### src/include/serial_unit_pkg.sv
// package: constants and types for the asynchronous serial unit
package serial_unit_pkg;
  localparam int OVERSAMPLE = 16;
  localparam logic [3:0] SAMPLE_PHASE = 4'h7;
  localparam logic [3:0] LAST_PHASE = 4'hf;
  localparam logic [7:0] RST_BIT_RATE = 8'hff;
  localparam logic [7:0] RST_DATA = 8'h00;
  localparam logic [1:0] CKSRC_INT_PORT = 2'h0;
  localparam logic [1:0] CKSRC_INT_OUT = 2'h1;

  typedef struct packed {
    logic seven_bit;
    logic parity_en;
    logic parity_odd;
    logic multiproc;
    logic two_stop;
  } frame_fmt_type;

  typedef struct packed {
    logic overrun;
    logic framing;
    logic parity;
  } rx_err_type;

  typedef enum logic [2:0] {
    TX_IDLE = 3'h0,
    TX_START = 3'h1,
    TX_DATA = 3'h3,
    TX_EXTRA = 3'h2,
    TX_STOP = 3'h6
  } tx_state_type;

  typedef enum logic [2:0] {
    RX_IDLE = 3'h0,
    RX_START = 3'h1,
    RX_DATA = 3'h3,
    RX_EXTRA = 3'h2,
    RX_STOP = 3'h6,
    RX_HALT = 3'h7
  } rx_state_type;
endpackage
### src/hw/serial_unit.sv
// asynchronous serial unit: transmitter, receiver, flags and interrupt requests
// How it works
// - bit-rate clock output starts once clock source is set, before enables
// - enabling hands pins to unit: transmitter idles high, receiver waits start
// - software clearing tx-empty flag makes unit load holding into shift register
// - after load, tx-empty flag sets, sending begins, tx-empty irq if enabled
// - frame starts with low start bit, then 7 or 8 data bits LSB first
// - then parity bit, multiprocessor bit, or nothing per format
// - one or two high stop bits, then line held high
// - tx-empty flag 0 at stop bit: next byte loaded, next frame follows
// - tx-empty flag 1 at stop bit: tx-end flag set, line high, irq
// - receiver syncs on start bit, shifts data in LSB first
// - receive parity checked against even or odd setting
// - first stop bit must be 1; second is not checked
// - all checks pass: shift register copied to holding, rx-full set
// - frame done with rx-full still set: overrun, holding unchanged
// - stop 0 sets framing error, parity mismatch parity error; data still copied
// - any error flag set halts reception and blocks rx-full
// - with rx irq enable: rx-full irq and error irq
// - id frames carry multiprocessor bit 1, data frames 0
// - multiprocessor format ignores parity settings, sends no parity
// - 16x serial clock, align on start falling edge, sample at 8th cycle
// - clearing transmit enable sets tx-empty and resets shift register
`timescale 1ns/1ps
module serial_unit
  import serial_unit_pkg::*;
#(
  parameter int DIV_W = 8
) (
  input wire logic SYS_CLK_I,
  input wire logic SYS_RST_I,
  input wire logic [1:0] CLK_SRC_I,
  input wire logic [DIV_W-1:0] BIT_RATE_I,
  input wire frame_fmt_type FMT_I,
  input wire logic TX_EN_I,
  input wire logic RX_EN_I,
  input wire logic RX_IRQ_EN_I,
  input wire logic TX_EMPTY_IRQ_EN_I,
  input wire logic TX_END_IRQ_EN_I,
  input wire logic MP_IRQ_EN_SET_I,
  input wire logic EXT_CLK_I,
  input wire logic [7:0] TX_DATA_I,
  input wire logic TX_DATA_WR_I,
  input wire logic TX_EMPTY_CLR_I,
  input wire logic MP_BIT_SEND_I,
  input wire logic RX_FULL_CLR_I,
  input wire rx_err_type ERR_CLR_I,
  input wire logic RXD_I,
  output logic TXD_O,
  output logic TXD_OE_O,
  output logic SCK_O,
  output logic SCK_OE_O,
  output logic TX_EMPTY_O,
  output logic TX_END_O,
  output logic RX_FULL_O,
  output rx_err_type ERR_O,
  output logic [7:0] RX_DATA_O,
  output logic MP_BIT_RX_O,
  output logic MP_IRQ_EN_O,
  output logic TX_EMPTY_IRQ_O,
  output logic TX_END_IRQ_O,
  output logic RX_FULL_IRQ_O,
  output logic RX_ERR_IRQ_O
);
  // pin synchronisers
  logic rxd_s1_ff, rxd_s2_ff, ext_s1_ff, ext_s2_ff, ext_d_ff;
  always_ff @(posedge SYS_CLK_I) begin
    rxd_s1_ff <= RXD_I;
    rxd_s2_ff <= rxd_s1_ff;
    ext_s1_ff <= EXT_CLK_I;
    ext_s2_ff <= ext_s1_ff;
    ext_d_ff <= ext_s2_ff;
  end

  // 16x tick: internal divider or external clock rising edge
  logic [DIV_W-1:0] div_ff;
  logic [3:0] sck_ph_ff;
  logic sck_ff;
  wire use_ext = CLK_SRC_I[1];
  wire div_done = (div_ff == BIT_RATE_I);
  wire tick = use_ext ? (ext_s2_ff & ~ext_d_ff) : div_done;
  always_ff @(posedge SYS_CLK_I) begin
    if (SYS_RST_I) begin
      div_ff <= '0;
      sck_ph_ff <= 4'h0;
      sck_ff <= 1'b0;
    end else begin
      div_ff <= div_done ? '0 : div_ff + 1'b1;
      if (tick) begin
        sck_ph_ff <= sck_ph_ff + 4'h1;
        sck_ff <= (sck_ph_ff >= SAMPLE_PHASE) && (sck_ph_ff != LAST_PHASE);
      end
    end
  end
  // runs off the clock source setting alone, independent of the enables
  assign SCK_OE_O = (CLK_SRC_I == CKSRC_INT_OUT);
  assign SCK_O = sck_ff;

  function automatic logic odd_ones(input logic [7:0] d, input logic seven);
    odd_ones = ^(seven ? {1'b0, d[6:0]} : d);
  endfunction

  // transmitter
  tx_state_type tx_st_ff;
  logic [7:0] hold_ff, tsr_ff;
  logic [3:0] tx_ph_ff;
  logic [2:0] tx_cnt_ff;
  logic tx_empty_ff, tx_end_ff, txd_ff, tx_mpb_ff, tx_stop2_ff, mp_send_ff;
  wire tx_bit_end = tick && (tx_ph_ff == LAST_PHASE);
  wire [2:0] last_bit = FMT_I.seven_bit ? 3'h6 : 3'h7;
  wire has_extra = FMT_I.multiproc | FMT_I.parity_en;
  wire extra_bit = FMT_I.multiproc ? tx_mpb_ff
                 : (odd_ones(tsr_ff, FMT_I.seven_bit) ^ FMT_I.parity_odd);
  wire tx_load_now = TX_EN_I && !tx_empty_ff && (tx_st_ff == TX_IDLE);
  wire tx_stop_last = (tx_st_ff == TX_STOP) && tx_bit_end
                    && (!FMT_I.two_stop || tx_stop2_ff);
  wire tx_chain = tx_stop_last && !tx_empty_ff;
  // disable wins over a chained load, so gate both load paths with the enable
  wire tx_load = TX_EN_I && (tx_load_now || tx_chain);
  wire tx_end_set = tx_stop_last && tx_empty_ff;

  always_ff @(posedge SYS_CLK_I) begin
    if (SYS_RST_I) begin
      tx_st_ff <= TX_IDLE;
      hold_ff <= RST_DATA;
      tsr_ff <= RST_DATA;
      tx_ph_ff <= 4'h0;
      tx_cnt_ff <= 3'h0;
      tx_empty_ff <= 1'b1;
      tx_end_ff <= 1'b1;
      txd_ff <= 1'b1;
      tx_mpb_ff <= 1'b0;
      tx_stop2_ff <= 1'b0;
      mp_send_ff <= 1'b0;
    end else if (!TX_EN_I) begin
      tx_st_ff <= TX_IDLE;
      tsr_ff <= RST_DATA;
      tx_empty_ff <= 1'b1;
      tx_end_ff <= 1'b1;
      txd_ff <= 1'b1;
      if (TX_DATA_WR_I) hold_ff <= TX_DATA_I;
      if (MP_BIT_SEND_I) mp_send_ff <= 1'b1;
    end else begin
      if (TX_DATA_WR_I) hold_ff <= TX_DATA_I;
      if (TX_DATA_WR_I) mp_send_ff <= 1'b0;
      if (MP_BIT_SEND_I) mp_send_ff <= 1'b1;
      if (TX_EMPTY_CLR_I) tx_empty_ff <= 1'b0;
      if (tx_load) begin
        tsr_ff <= hold_ff;
        tx_mpb_ff <= mp_send_ff;
        tx_empty_ff <= 1'b1;
        tx_end_ff <= 1'b0;
        tx_st_ff <= TX_START;
        tx_ph_ff <= 4'h0;
        txd_ff <= 1'b0;
      end else begin
        if (tx_end_set) tx_end_ff <= 1'b1;
        if (tick && tx_st_ff != TX_IDLE) tx_ph_ff <= tx_ph_ff + 4'h1;
        if (tx_bit_end) begin
          case (tx_st_ff)
            TX_START: begin
              tx_st_ff <= TX_DATA;
              tx_cnt_ff <= 3'h0;
              txd_ff <= tsr_ff[0];
            end
            TX_DATA: begin
              if (tx_cnt_ff == last_bit) begin
                tx_st_ff <= has_extra ? TX_EXTRA : TX_STOP;
                txd_ff <= has_extra ? extra_bit : 1'b1;
                tx_stop2_ff <= 1'b0;
              end else begin
                tx_cnt_ff <= tx_cnt_ff + 3'h1;
                txd_ff <= tsr_ff[tx_cnt_ff + 3'h1];
              end
            end
            TX_EXTRA: begin
              tx_st_ff <= TX_STOP;
              txd_ff <= 1'b1;
              tx_stop2_ff <= 1'b0;
            end
            TX_STOP: begin
              txd_ff <= 1'b1;
              if (tx_stop_last) tx_st_ff <= TX_IDLE;
              else tx_stop2_ff <= 1'b1;
            end
            default: tx_st_ff <= TX_IDLE;
          endcase
        end
      end
    end
  end
  // port owns the pin when disabled, so a break comes from port logic
  assign TXD_OE_O = TX_EN_I;
  assign TXD_O = txd_ff;
  assign TX_EMPTY_O = tx_empty_ff;
  assign TX_END_O = tx_end_ff;
  assign TX_EMPTY_IRQ_O = TX_EMPTY_IRQ_EN_I & tx_empty_ff & TX_EN_I;
  assign TX_END_IRQ_O = TX_END_IRQ_EN_I & tx_end_ff & TX_EN_I;

  // receiver
  rx_state_type rx_st_ff;
  logic [7:0] rsr_ff, rdr_ff;
  logic [3:0] rx_ph_ff;
  logic [2:0] rx_cnt_ff;
  logic rx_full_ff, rx_extra_ff, rx_mpb_ff, multiproc_irq_enable_ff;
  rx_err_type err_ff;
  wire any_err = |err_ff;
  wire rx_sample = tick && (rx_ph_ff == SAMPLE_PHASE);
  // seven-bit data sits in the top of the shift register
  wire [7:0] rx_byte = FMT_I.seven_bit ? {1'b0, rsr_ff[7:1]} : rsr_ff;
  wire par_bad = FMT_I.parity_en && !FMT_I.multiproc
               && ((odd_ones(rx_byte, 1'b0) ^ rx_extra_ff) != FMT_I.parity_odd);
  wire frame_done = (rx_st_ff == RX_STOP) && rx_sample;
  wire stop_bad = !rxd_s2_ff;
  wire mp_skip = multiproc_irq_enable_ff && FMT_I.multiproc && !rx_extra_ff;
  wire rx_accept = frame_done && !mp_skip;
  wire ovr = rx_accept && rx_full_ff;

  always_ff @(posedge SYS_CLK_I) begin
    if (SYS_RST_I) begin
      rx_st_ff <= RX_IDLE;
      rsr_ff <= RST_DATA;
      rdr_ff <= RST_DATA;
      rx_ph_ff <= 4'h0;
      rx_cnt_ff <= 3'h0;
      rx_full_ff <= 1'b0;
      rx_extra_ff <= 1'b0;
      rx_mpb_ff <= 1'b0;
      multiproc_irq_enable_ff <= 1'b0;
      err_ff <= '0;
    end else begin
      // hardware set wins over software clear
      if (RX_FULL_CLR_I) rx_full_ff <= 1'b0;
      err_ff <= err_ff & ~ERR_CLR_I;
      if (MP_IRQ_EN_SET_I) multiproc_irq_enable_ff <= 1'b1;
      if (tick) rx_ph_ff <= rx_ph_ff + 4'h1;
      if (!RX_EN_I || any_err) begin
        rx_st_ff <= any_err ? RX_HALT : RX_IDLE;
        if (!any_err && rx_st_ff == RX_HALT) rx_st_ff <= RX_IDLE;
      end else begin
        case (rx_st_ff)
          RX_IDLE: if (!rxd_s2_ff) begin
            rx_st_ff <= RX_START;
            rx_ph_ff <= 4'h0;
            rx_cnt_ff <= 3'h0;
          end
          RX_START: if (rx_sample) rx_st_ff <= rxd_s2_ff ? RX_IDLE : RX_DATA;
          RX_DATA: if (rx_sample) begin
            rsr_ff <= {rxd_s2_ff, rsr_ff[7:1]};
            rx_cnt_ff <= rx_cnt_ff + 3'h1;
            if (rx_cnt_ff == last_bit) begin
              rx_cnt_ff <= 3'h0;
              rx_st_ff <= has_extra ? RX_EXTRA : RX_STOP;
              rx_extra_ff <= 1'b0;
            end
          end
          RX_EXTRA: if (rx_sample) begin
            rx_extra_ff <= rxd_s2_ff;
            rx_st_ff <= RX_STOP;
          end
          RX_STOP: if (rx_sample) begin
            rx_st_ff <= RX_IDLE;
            if (rx_accept) begin
              if (FMT_I.multiproc && rx_extra_ff) multiproc_irq_enable_ff <= 1'b0;
              rx_mpb_ff <= rx_extra_ff;
              if (ovr) begin
                err_ff.overrun <= 1'b1;
              end else begin
                rdr_ff <= rx_byte;
                err_ff.framing <= stop_bad;
                err_ff.parity <= par_bad;
                rx_full_ff <= !(stop_bad || par_bad);
              end
            end
          end
          default: rx_st_ff <= RX_IDLE;
        endcase
      end
    end
  end
  assign RX_DATA_O = rdr_ff;
  assign RX_FULL_O = rx_full_ff;
  assign ERR_O = err_ff;
  assign MP_BIT_RX_O = rx_mpb_ff;
  assign MP_IRQ_EN_O = multiproc_irq_enable_ff;
  assign RX_FULL_IRQ_O = RX_IRQ_EN_I & rx_full_ff;
  assign RX_ERR_IRQ_O = RX_IRQ_EN_I & any_err;

  a_tx_load_sets: assert property (@(posedge SYS_CLK_I) disable iff (SYS_RST_I)
    tx_load |=> tx_empty_ff && !TXD_O) else $error("load did not start frame");
  a_tx_dis_empty: assert property (@(posedge SYS_CLK_I) disable iff (SYS_RST_I)
    !TX_EN_I |=> tx_empty_ff && TXD_O) else $error("tx disable left state");
  a_tx_end_hi: assert property (@(posedge SYS_CLK_I) disable iff (SYS_RST_I)
    tx_end_set |=> tx_end_ff && TXD_O) else $error("tx end not set");
  a_tx_idle_mark: assert property (@(posedge SYS_CLK_I) disable iff (SYS_RST_I)
    (tx_st_ff == TX_IDLE) |-> TXD_O) else $error("idle line not high");
  a_rx_ovr_keep: assert property (@(posedge SYS_CLK_I) disable iff (SYS_RST_I)
    ovr && RX_EN_I && !any_err |=> err_ff.overrun && $stable(rdr_ff)) else $error("overrun");
  a_rx_halt_full: assert property (@(posedge SYS_CLK_I) disable iff (SYS_RST_I)
    any_err && !RX_FULL_CLR_I && !rx_full_ff |=> !rx_full_ff) else $error("full set in error");
  a_rx_err_irq: assert property (@(posedge SYS_CLK_I) disable iff (SYS_RST_I)
    rx_accept && RX_EN_I && !any_err && (stop_bad || par_bad || rx_full_ff)
    |=> RX_ERR_IRQ_O || !RX_IRQ_EN_I) else $error("error irq missing");
  a_sck_out_en: assert property (@(posedge SYS_CLK_I) disable iff (SYS_RST_I)
    (CLK_SRC_I == CKSRC_INT_OUT) && tick && (sck_ph_ff == SAMPLE_PHASE)
    |=> SCK_O) else $error("clock output not rising");
endmodule

### config.mk
export PLATFORM = sky130hd
export DESIGN_NAME = serial_unit
export DESIGN_NICKNAME = d
export VERILOG_FILES = /design/src/include/serial_unit_pkg.sv /design/src/hw/serial_unit.sv
export SDC_FILE = /design/constraint.sdc
export NUM_CORES = 1
export LEC_CHECK = 0
export BUFFER_PORTS_ARGS = -buffer_cell sky130_fd_sc_hd__buf_4
export CAP_MARGIN = 20
export CORE_ASPECT_RATIO = 1.75
export CORE_MARGIN = 3
export CORE_UTILIZATION = 44
export CTS_BUF_LIST = sky130_fd_sc_hd__clkbuf_2
export DETAILED_ROUTE_END_ITERATION = 16
export GPL_TIMING_DRIVEN = 0
export PLACE_DENSITY = 0.62
export SETUP_SLACK_MARGIN = 0.1
export SYNTH_ARGS = -nofsm -noshare
export SYNTH_HDL_FRONTEND = slang
export SYNTH_SLANG_ARGS = --single-unit
export TNS_END_PERCENT = 30
### constraint.sdc
create_clock -name SYS_CLK_I -period 2.64 [get_ports SYS_CLK_I]
set_clock_uncertainty 0.15 [all_clocks]
set_input_delay 0.528 -clock SYS_CLK_I [delete_from_list [all_inputs] [get_ports SYS_CLK_I]]
set_output_delay 0.528 -clock SYS_CLK_I [all_outputs]
set_load 0.005 [all_outputs]
Word-level counts from Yosys, hierarchy flattened:

Index checks and enable logic that the tools add are counted.

* register bits: 83
* input port bits: 40
* logic and storage cells: 229

* $add $sub $neg: 6
* order comparisons: 2
* eq/ne operators: 33
* mux-type cells: 72
* bitwise gates (word level): 17
* reductions and logical operators: 67

Operators by type and width (count)
* $mux W3: 20
* $mux W1: 34
* $mux W4: 6
* $ne A3 B3 Y1 const B: 7
* $logic_and A1 B1 Y1: 20
* $mux W8: 2
* $ne A2 B2 Y1 const B: 8
* $reduce_bool A2 Y1: 8
* $reduce_xor A8 Y1: 2
* $pmux W3 S5: 1
* $reduce_and A5 Y1: 3
* $add A4 B1 Y4 const B: 3
* $eq A3 B2 Y1 const B: 4
* $pmux W3 S2: 2
* $pmux W3 S4: 1
* $reduce_and A6 Y1: 2
* $eq A3 B3 Y1 const B: 3
* $logic_not A1 Y1: 9
* $reduce_and A3 Y1: 3
* $add A8 B1 Y8 const B: 1
* $eq A8 B8 Y1: 1
* $reduce_and A2 Y1: 4
* $reduce_and A4 Y1: 2
* $and A1 B1 Y1: 7
* 26 further kinds: 44

Depth between registers and ports, before layout:

Gate-level depths: netlist of the first run.

* word-level depth: 12
* gate-level depth with buffers: 9

Least setup slack after synthesis of the first run:

No wires, ideal clock.

* kind: input to register
* start point: input port BIT_RATE_I[0]
* end point: register rx_mpb_ff (netlist: MP_BIT_RX_O)
* setup time: 0.128 ns
* arrival: 1.979 ns
* data required time: 2.362 ns
* slack: 0.384 ns
* stages: 7
* path buffers: 1
* cells stage by stage: xnor2_1 nand4_1 o31ai_2 buf_2 nor3b_1 mux2i_1 nor2_1

* cells in the longest elaborated chain, start to end: 6

RTL lines
* start: declaration: RTL line serial_unit.sv:33 `input wire logic [DIV_W-1:0] BIT_RATE_I,`
* $eq A8 B8 Y1 *: RTL line serial_unit.sv:80 `wire div_done = (div_ff == BIT_RATE_I);`
* $mux W1 *: RTL line serial_unit.sv:81 `wire tick = use_ext ? (ext_s2_ff & ~ext_d_ff) : div_done;`
* $logic_and A1 B1 Y1 *: RTL line serial_unit.sv:208 `wire rx_sample = tick && (rx_ph_ff == SAMPLE_PHASE);`
* $logic_and A1 B1 Y1: RTL line serial_unit.sv:213 `wire frame_done = (rx_st_ff == RX_STOP) && rx_sample;`
* $logic_and A1 B1 Y1: RTL line serial_unit.sv:216 `wire rx_accept = frame_done && !mp_skip;`
* $reduce_and A4 Y1 (no line) *
* end signal: assignment: RTL line serial_unit.sv:265 `rx_mpb_ff <= rx_extra_ff;`
* end: declaration: RTL line serial_unit.sv:205 `logic rx_full_ff, rx_extra_ff, rx_mpb_ff, multiproc_irq_enable_ff;`

Every way passes the cells marked *; elsewhere a longest branch is shown, timed or not.
A chain may end at the register's enable or synchronous reset.

Final worst setup path of the first run:

* start point: register err_ff (netlist bit ERR_O[0])
* end point: register rdr_ff[5] (netlist: RX_DATA_O[5])

* cells in the longest elaborated chain, start to end: 4

RTL lines
* start: declaration: RTL line serial_unit.sv:206 `rx_err_type err_ff;`
* start signal: assignment: RTL line serial_unit.sv:234 `err_ff <= err_ff & ~ERR_CLR_I;`
* $reduce_or A3 Y1: RTL line serial_unit.sv:207 `wire any_err = |err_ff;`
* $logic_or A1 B1 Y1: RTL line serial_unit.sv:237 `if (!RX_EN_I || any_err) begin`
* $not A1 Y1 (no line)
* $reduce_and A5 Y1 (no line)
* end signal: assignment: RTL line serial_unit.sv:269 `rdr_ff <= rx_byte;`
* end: declaration: RTL line serial_unit.sv:202 `logic [7:0] rsr_ff, rdr_ff;`

Every way passes these cells.

==> run_results.csv, run 1 <==
group,metric,value,unit
worst_setup_path,worst_path_max_delay_cell,"nor3_2",
min_path,hold_class,"input port to flip-flop",
global_route,grt_overflow,0,
route,antenna_left,0,
power_and_ir_drop,power_density,438,nW/um^2
worst_setup_path,worstPathMaxFanout,7,
cells_and_area,nets,584,
global_route,grt_pass1_vias,3636,
power_and_ir_drop,comb_power_share,0.100,
global_route,grt_max_degree,14,
clocking,cts_sinks,83,
place,postPlaceCellArea,4690,um^2
route,vias_per_cell,5.31,
global_route,grt_antenna_before_repair,0,
cells_and_area,design_area,4940,um^2
power_and_ir_drop,switching_share,0.258,
cells_and_area,antennaDiodeCount,0,
min_path,hold_start,"TX_DATA_I[6]",
yosys,synth_area_per_cell,9.02,um^2
route,firstDrtPassIters,4,
timing,rsz0062_at_grt,"yes",
power_and_ir_drop,power_leakage,1.89,nW
yosys,ys_seq_area_frac,0.406,
yosys,synthArstFlopShare,0,
place,place_congestion,0.875,
worst_setup_path,reg2reg_from,"ERR_O[0]$_SDFF_PP0_",
worst_setup_path,startpoint,"ERR_O[0]$_SDFF_PP0_",
yosys,synth_nets,500,
timing,slew_headroom,0.550,
power_and_ir_drop,internal_power,1.60,mW
die,pin_count,64,
clocking,htreeDepth,3,
global_route,grt_first_pass_wirelength,16.9,mm
die,fp.dieW,78.9,um
cells_and_area,drive_gt1_frac,0.190,
route,drt-total-wl,10.0,mm
timing,final.setup.tns,0,ps
yosys,synth_cell_types,61,
die,row_count,46,
timing,drv_slew,0,
die,die-area,10500,um^2
route,vias,3517,
worst_setup_path,path_delay_family,"simple AND/OR/NAND/NOR gates",
power_and_ir_drop,ir_worst_vdd,0.316,mV
yosys,syn_inst,454,
route,dr.first_iter.drc_count,208,
yosys,yosys_warnings,0,
timing,setup_viol,0,
power_and_ir_drop,p_seq_frac,0.601,
route,drc,0,
worst_setup_path,path_cells,"nor3_2 > and2_1 > o2111ai_1 > nor4b_4 > buf_4 > nor2_1 > a211oi_1",
timing,fmax,0.412,GHz
yosys,synthFlopType,"dfxtp_1",
worst_setup_path,critPathKind,"flip-flop to flip-flop",
timing,min_period,2420,ps
place,numPortBuffers,60,
worst_setup_path,cp.arrival,2760,ps
power_and_ir_drop,finalPower,2.16,mW
yosys,ys_ff_latch,83,
timing,fin_crit_sh,0.918,
clocking,path_clk_slew,220,ps
die,die_h,134,um
clocking,root_buffer,"clkbuf_2",
clocking,clock_path_buffers,2,
clocking,clk_latency,540,ps
cells_and_area,fillCellCount,929,
global_route,grtUsageTotal,0.203,
timing,hold_viol,0,
yosys,synthesis.area,4090,um^2
worst_setup_path,required,2970,ps
power_and_ir_drop,p_clk_frac,0.299,
clocking,cts-buffers-inserted,9,
worst_setup_path,critPathLaunchType,"flip-flop",
cells_and_area,layout_commonest_cell,"dfxtp_1",
clocking,cts_tree,"built",
power_and_ir_drop,power_switching,0.559,mW
place,hpwl,7.57,mm
timing,worst_pin_slew,676,ps
job,maxCapViolations,0,
yosys,synth_edf_count,0,
cells_and_area,areaGrowthSynthToFinish,20.7,%
cells_and_area,most-common-layout-cells,"83 x dfxtp_1, 67 x buf_4, 66 x nor2_1, 36 x mux2i_1, 27 x xnor2_1",
worst_setup_path,worst-path-buf-inv,1,
route,wl_per_cell,15.1,um
die,coreArea,9090,um^2
die,start_util,0.450,
worst_setup_path,end_kind,"flip-flop",
run_status,status,"completed",
worst_setup_path,cpPeakStageDelay,470,ps
==> sequential cells by signal, summed over array words and instances (netlist names), 3 cells and up <==
| register | count |
|---|---|
| RX_DATA_O | 8 |
| div_ff | 8 |
| hold_ff | 8 |
| rsr_ff | 8 |
| tsr_ff | 8 |
| rx_ph_ff | 4 |
| sck_ph_ff | 4 |
| tx_ph_ff | 4 |
| ERR_O | 3 |
| rx_cnt_ff | 3 |
| rx_st_ff | 3 |
| tx_cnt_ff | 3 |
| tx_st_ff | 3 |
==> cells in the mapped netlist, types with 4 or more instances <==
| cell | number | area [um^2] |
|---|---|---|
| dfxtp_1 | 83 | 1660 |
| nor2_1 | 66 | 248 |
| mux2i_1 | 36 | 360 |
| xnor2_1 | 27 | 236 |
| nand2_1 | 22 | 82.6 |
| a21oi_1 | 18 | 90.1 |
| xor2_1 | 17 | 149 |
| nand2b_1 | 12 | 75.1 |
| nand3_1 | 12 | 60.1 |
| clkbuf_1 | 11 | 41.3 |
| nor3_1 | 11 | 55.1 |
| and3_1 | 10 | 62.6 |
| nand4_1 | 10 | 62.6 |
| inv_1 | 9 | 33.8 |
| nor2b_1 | 9 | 56.3 |
| o21ai_0 | 8 | 40.0 |
| a211oi_1 | 6 | 45.0 |
| buf_2 | 6 | 30.0 |
| ha_1 | 6 | 75.1 |
| nor3b_1 | 6 | 45.0 |
| a31oi_1 | 4 | 25.0 |
| nand3b_1 | 4 | 30.0 |
==> worst paths after layout <==
kind | to | slack, ps | cells after the start
max | RX_DATA_O[5]$_SDFFE_PP0P_ | 220 | 7
min | hold_ff[6]$_SDFFE_PP0P_ | 50 | 3
max reg2reg | RX_DATA_O[5]$_SDFFE_PP0P_ | 220 | 7
min reg2reg | rxd_s2_ff$_DFF_P_ | 200 | 0
==> cell type report <==
class                      count  area, um^2  share of cell area
sequential                    83        1660               0.336
tap                          120         150              0.0304
multi-input combinational    339        2320               0.469
inverter                      10        37.5             0.00760
clock buffer                  10        50.0              0.0101
buffer                        22         104              0.0210
timing repair buffer          73         566               0.114
clock inverter                 5        53.8              0.0109
==> logic make-up (layout without fill, tap and decap cells) <==
kind of cell,after synthesis,in the layout,share of synthesized area
flip-flops,83,83,0.406
buffers and inverters,32,120,0.0339
multiplexers,39,39,0.102
AND/OR/NAND/NOR,183,183,0.233
XOR/XNOR,44,44,0.0941
adder cells (fa/ha/maj),6,6,0.0183
AO/OA/AOI/OAI,67,67,0.113
==> repair_timing <==
action | CTS | global route
endpoints found under the setup margin | 17 | 25
resized for setup | 2 | 3
buffers inserted | 5 | 1
cloned | 0 | 0
hold buffers | 4 | 3
pin swaps | 1 | 1
hold endpoints to repair | 4 | 3
==> metrics by stage <==
stage / setup WS (ps) / hold WS, ps / cells / utilization
3_3_place_gp: -307 / 161 / 634 / 0.516
3_5_place_dp: -351 / 166 / 634 / 0.516
4_1_cts: 59.9 / 0.229 / 658 / 0.538
2_1_floorplan: 384 / 160 / 454 / -
5_1_grt: 50.1 / 7.46 / 662 / 0.543
6_report: 215 / 50.9 / 662 / 0.543
==> worst reg2reg max path, delay by kind of cell, from the launching register on <==
| kind | cells | cell delay (ps) |
|---|---|---|
| buffers and inverters | 1 | 220 |
| AND/OR/NAND/NOR | 4 | 1150 |
| AO/OA/AOI/OAI | 2 | 460 |
| flip-flops | 1 | 380 |
==> per-layer routing <==
metal  up-vias  track usage  part of all wire
li1       1759            -                 -
met1      1649        0.216              0.39
met2        90        0.376              0.54
met3        19       0.0447             0.045
met4         0       0.0860             0.020
met5         -            0                 0
==> power by group through the flow <==
| stage | registers (mW) | logic [mW] | clock network (mW) |
|---|---|---|---|
| after floorplan | 1.32 | 0.114 | 0 |
| after global placement | 1.32 | 0.203 | 0 |
| after detailed placement | 1.32 | 0.205 | 0 |
| after CTS | 1.30 | 0.215 | 0.675 |
| after global routing | 1.30 | 0.241 | 0.729 |
| final | 1.30 | 0.217 | 0.646 |
Power figures use the tool's default switching activity.
==> run 2: changes to the inputs <==
--- a/config.mk
+++ b/config.mk
@@ -7,13 +7,15 @@
 export LEC_CHECK = 0
 export BUFFER_PORTS_ARGS = -buffer_cell sky130_fd_sc_hd__buf_4
 export CAP_MARGIN = 20
+export CELL_PAD_IN_SITES_DETAIL_PLACEMENT = 1
+export CELL_PAD_IN_SITES_GLOBAL_PLACEMENT = 1
 export CORE_ASPECT_RATIO = 1.75
 export CORE_MARGIN = 3
 export CORE_UTILIZATION = 44
 export CTS_BUF_LIST = sky130_fd_sc_hd__clkbuf_2
 export DETAILED_ROUTE_END_ITERATION = 16
 export GPL_TIMING_DRIVEN = 0
-export PLACE_DENSITY = 0.62
+export PLACE_DENSITY = 0.8
 export SETUP_SLACK_MARGIN = 0.1
 export SYNTH_ARGS = -nofsm -noshare
 export SYNTH_HDL_FRONTEND = slang
==> run 2 against run 1 <==
Effect of this change: non-clock buffer count is the same; sequential power is essentially flat; combinational power grew 4%; setup slack lost 18 ps; sequential share of layout area is essentially flat; largest cell class unchanged; utilization grew 0.096 points; register-to-register slack lost 20 ps; first-iteration DRC count shrank 45%.
==> run_results.csv, run 2 (synthesis gave the netlist of run 1 again) <==
group,metric,value,unit
power_and_ir_drop,internal_power,1.61,mW
route,met2_length,6.36,mm
cells_and_area,final_core_util,0.544,
cells_and_area,antennaDiodeCount,0,
clocking,htreeDepth,3,
die,row_count,46,
cells_and_area,areaGrowthSynthToFinish,20.9,%
timing,worst_pin_slew,644,ps
timing,hold_viol,0,
route,vias,3685,
route,drt-total-wl,11.4,mm
global_route,grt_antenna_before_repair,0,
power_and_ir_drop,power_switching,0.599,mW
route,wl_per_cell,17.2,um
timing,fmax,0.409,GHz
global_route,grt_pass1_vias,3842,
clocking,clk_latency,570,ps
cells_and_area,multi_input_area,2320,um^2
die,fp.dieW,78.9,um
power_and_ir_drop,power_density,445,nW/um^2
global_route,grtUsageTotal,0.224,
power_and_ir_drop,power_leakage,1.89,nW
global_route,grt_first_pass_wirelength,18.7,mm
route,antenna_left,0,
die,coreArea,9090,um^2
timing,setup_viol,0,
timing,slew_headroom,0.571,
route,drt-met1-wl,4.37,mm
global_route,grt_overflow,0,
worst_setup_path,required,2960,ps
cells_and_area,nets,584,
power_and_ir_drop,finalPower,2.20,mW
clocking,cts-buffers-inserted,9,
route,dr_wl_met3,398,um
route,drc,0,
cells_and_area,final-seq-area,1660,um^2
cells_and_area,design_area,4950,um^2
clocking,cts_tree,"built",
worst_setup_path,cp.arrival,2770,ps
route,dr.max_layer_used,"met4",
place,place_congestion,0.861,
run_status,status,"completed",
min_path,hold_class,"input port to flip-flop",
route,firstDrtPassIters,4,
worst_setup_path,end_kind,"flip-flop",
place,numPortBuffers,60,
timing,drv_slew,0,
route,dr.first_iter.drc_count,115,
worst_setup_path,critPathKind,"flip-flop to flip-flop",
clocking,path_clk_slew,240,ps
cells_and_area,fillCellCount,1119,
timing,min_period,2440,ps
timing,final.setup.tns,0,ps
die,die_h,134,um
cells_and_area,final_cell_count_no_fill,662,
route,vias_per_cell,5.57,
power_and_ir_drop,switching_share,0.272,
die,die-area,10500,um^2
global_route,grt_max_degree,15,
power_and_ir_drop,comb_power_share,0.102,
die,pin_count,64,
place,dpl.cell_count,634,
cells_and_area,most-common-layout-cells,"82 x dfxtp_1, 67 x buf_4, 66 x nor2_1, 36 x mux2i_1, 27 x xnor2_1",
worst_setup_path,critPathLaunchType,"flip-flop",
die,start_util,0.450,
power_and_ir_drop,ir_worst_vdd,0.317,mV
clocking,clock_path_buffers,2,
worst_setup_path,worstPathMaxFanout,10,
clocking,root_buffer,"clkbuf_2",
power_and_ir_drop,p_seq_frac,0.590,
power_and_ir_drop,p_clk_frac,0.308,
timing,rsz0062_at_grt,"yes",
job,maxCapViolations,0,
clocking,cts_sinks,83,
place,postPlaceCellArea,4690,um^2
cells_and_area,layout_commonest_cell,"dfxtp_1",
cells_and_area,drive_gt1_frac,0.196,
timing,fin_crit_sh,0.925,
place,hpwl,8.55,mm
==> run 2: changes by cell type in the layout (fill, tap and decap cells not counted) <==
cell and delta:
clkinv_1 -2, clkbuf_2 -1, clkinv_2 +1, dfxtp_2 +1, dfxtp_1 -1, clkinvlp_4 +2
==> run 2: area by class of cell <==
class                           count  share of cell area
Timing Repair Buffer               73               0.114
Multi-Input combinational cell    339               0.468
Sequential cell                    83               0.336
Tap cell                          120              0.0303
Clock inverter                      6              0.0134
Inverter                           10             0.00758
Buffer                             22              0.0210
Clock buffer                        9             0.00910
==> run 2: repair_timing <==
item,CTS,global route
hold buffers,7,0
hold endpoints to repair,7,0
buffers inserted,1,5
pin swaps,0,1
gates resized for setup,1,5
setup endpoints to repair,20,43
==> run 2: worst max-delay path, stage by stage (launching register included) <==
cell and delay (ps):
dfxtp_1 470, xnor2_1 150, nand4_1 200, buf_4 220
o31ai_4 280, buf_2 300, nor3b_2 330, mux2i_1 220
nor2_1 50
==> run 2: final timing paths <==
| check | start | slack, ps | depth (start not counted) | to |
|---|---|---|---|---|
| max | div_ff[1]$_SDFF_PP0_ | 200 | 8 | MP_BIT_RX_O$_SDFFE_PP0P_ |
| min | TX_DATA_I[3] | 40 | 3 | hold_ff[3]$_SDFFE_PP0P_ |
| max reg2reg | div_ff[1]$_SDFF_PP0_ | 200 | 8 | MP_BIT_RX_O$_SDFFE_PP0P_ |
| min reg2reg | ext_s1_ff$_DFF_P_ | 200 | 0 | ext_s2_ff$_DFF_P_ |
==> run 2: metrics by stage <==
stage                     hold WS (ps)  worst slack (ps)
after floorplan                    160               384
after global placement             161              -328
after detailed placement           164              -374
after CTS                         9.39              30.2
after global routing              22.9              54.3
final                             39.1               198
==> run 2: power groups by stage <==
| stage | combinational [mW] | sequential [mW] | clock, mW |
|---|---|---|---|
| 2_1_floorplan | 0.114 | 1.32 | 0 |
| 3_3_place_gp | 0.204 | 1.32 | 0 |
| 3_5_place_dp | 0.211 | 1.32 | 0 |
| 4_1_cts | 0.220 | 1.30 | 0.701 |
| 5_1_grt | 0.247 | 1.31 | 0.737 |
| 6_report | 0.225 | 1.30 | 0.678 |
==> run 2: layer usage <==
layer	track usage	vias to the layer above
met5	0	-
li1	-	1769
met4	0.0937	0
met2	0.429	85
met1	0.237	1809
met3	0.0332	22
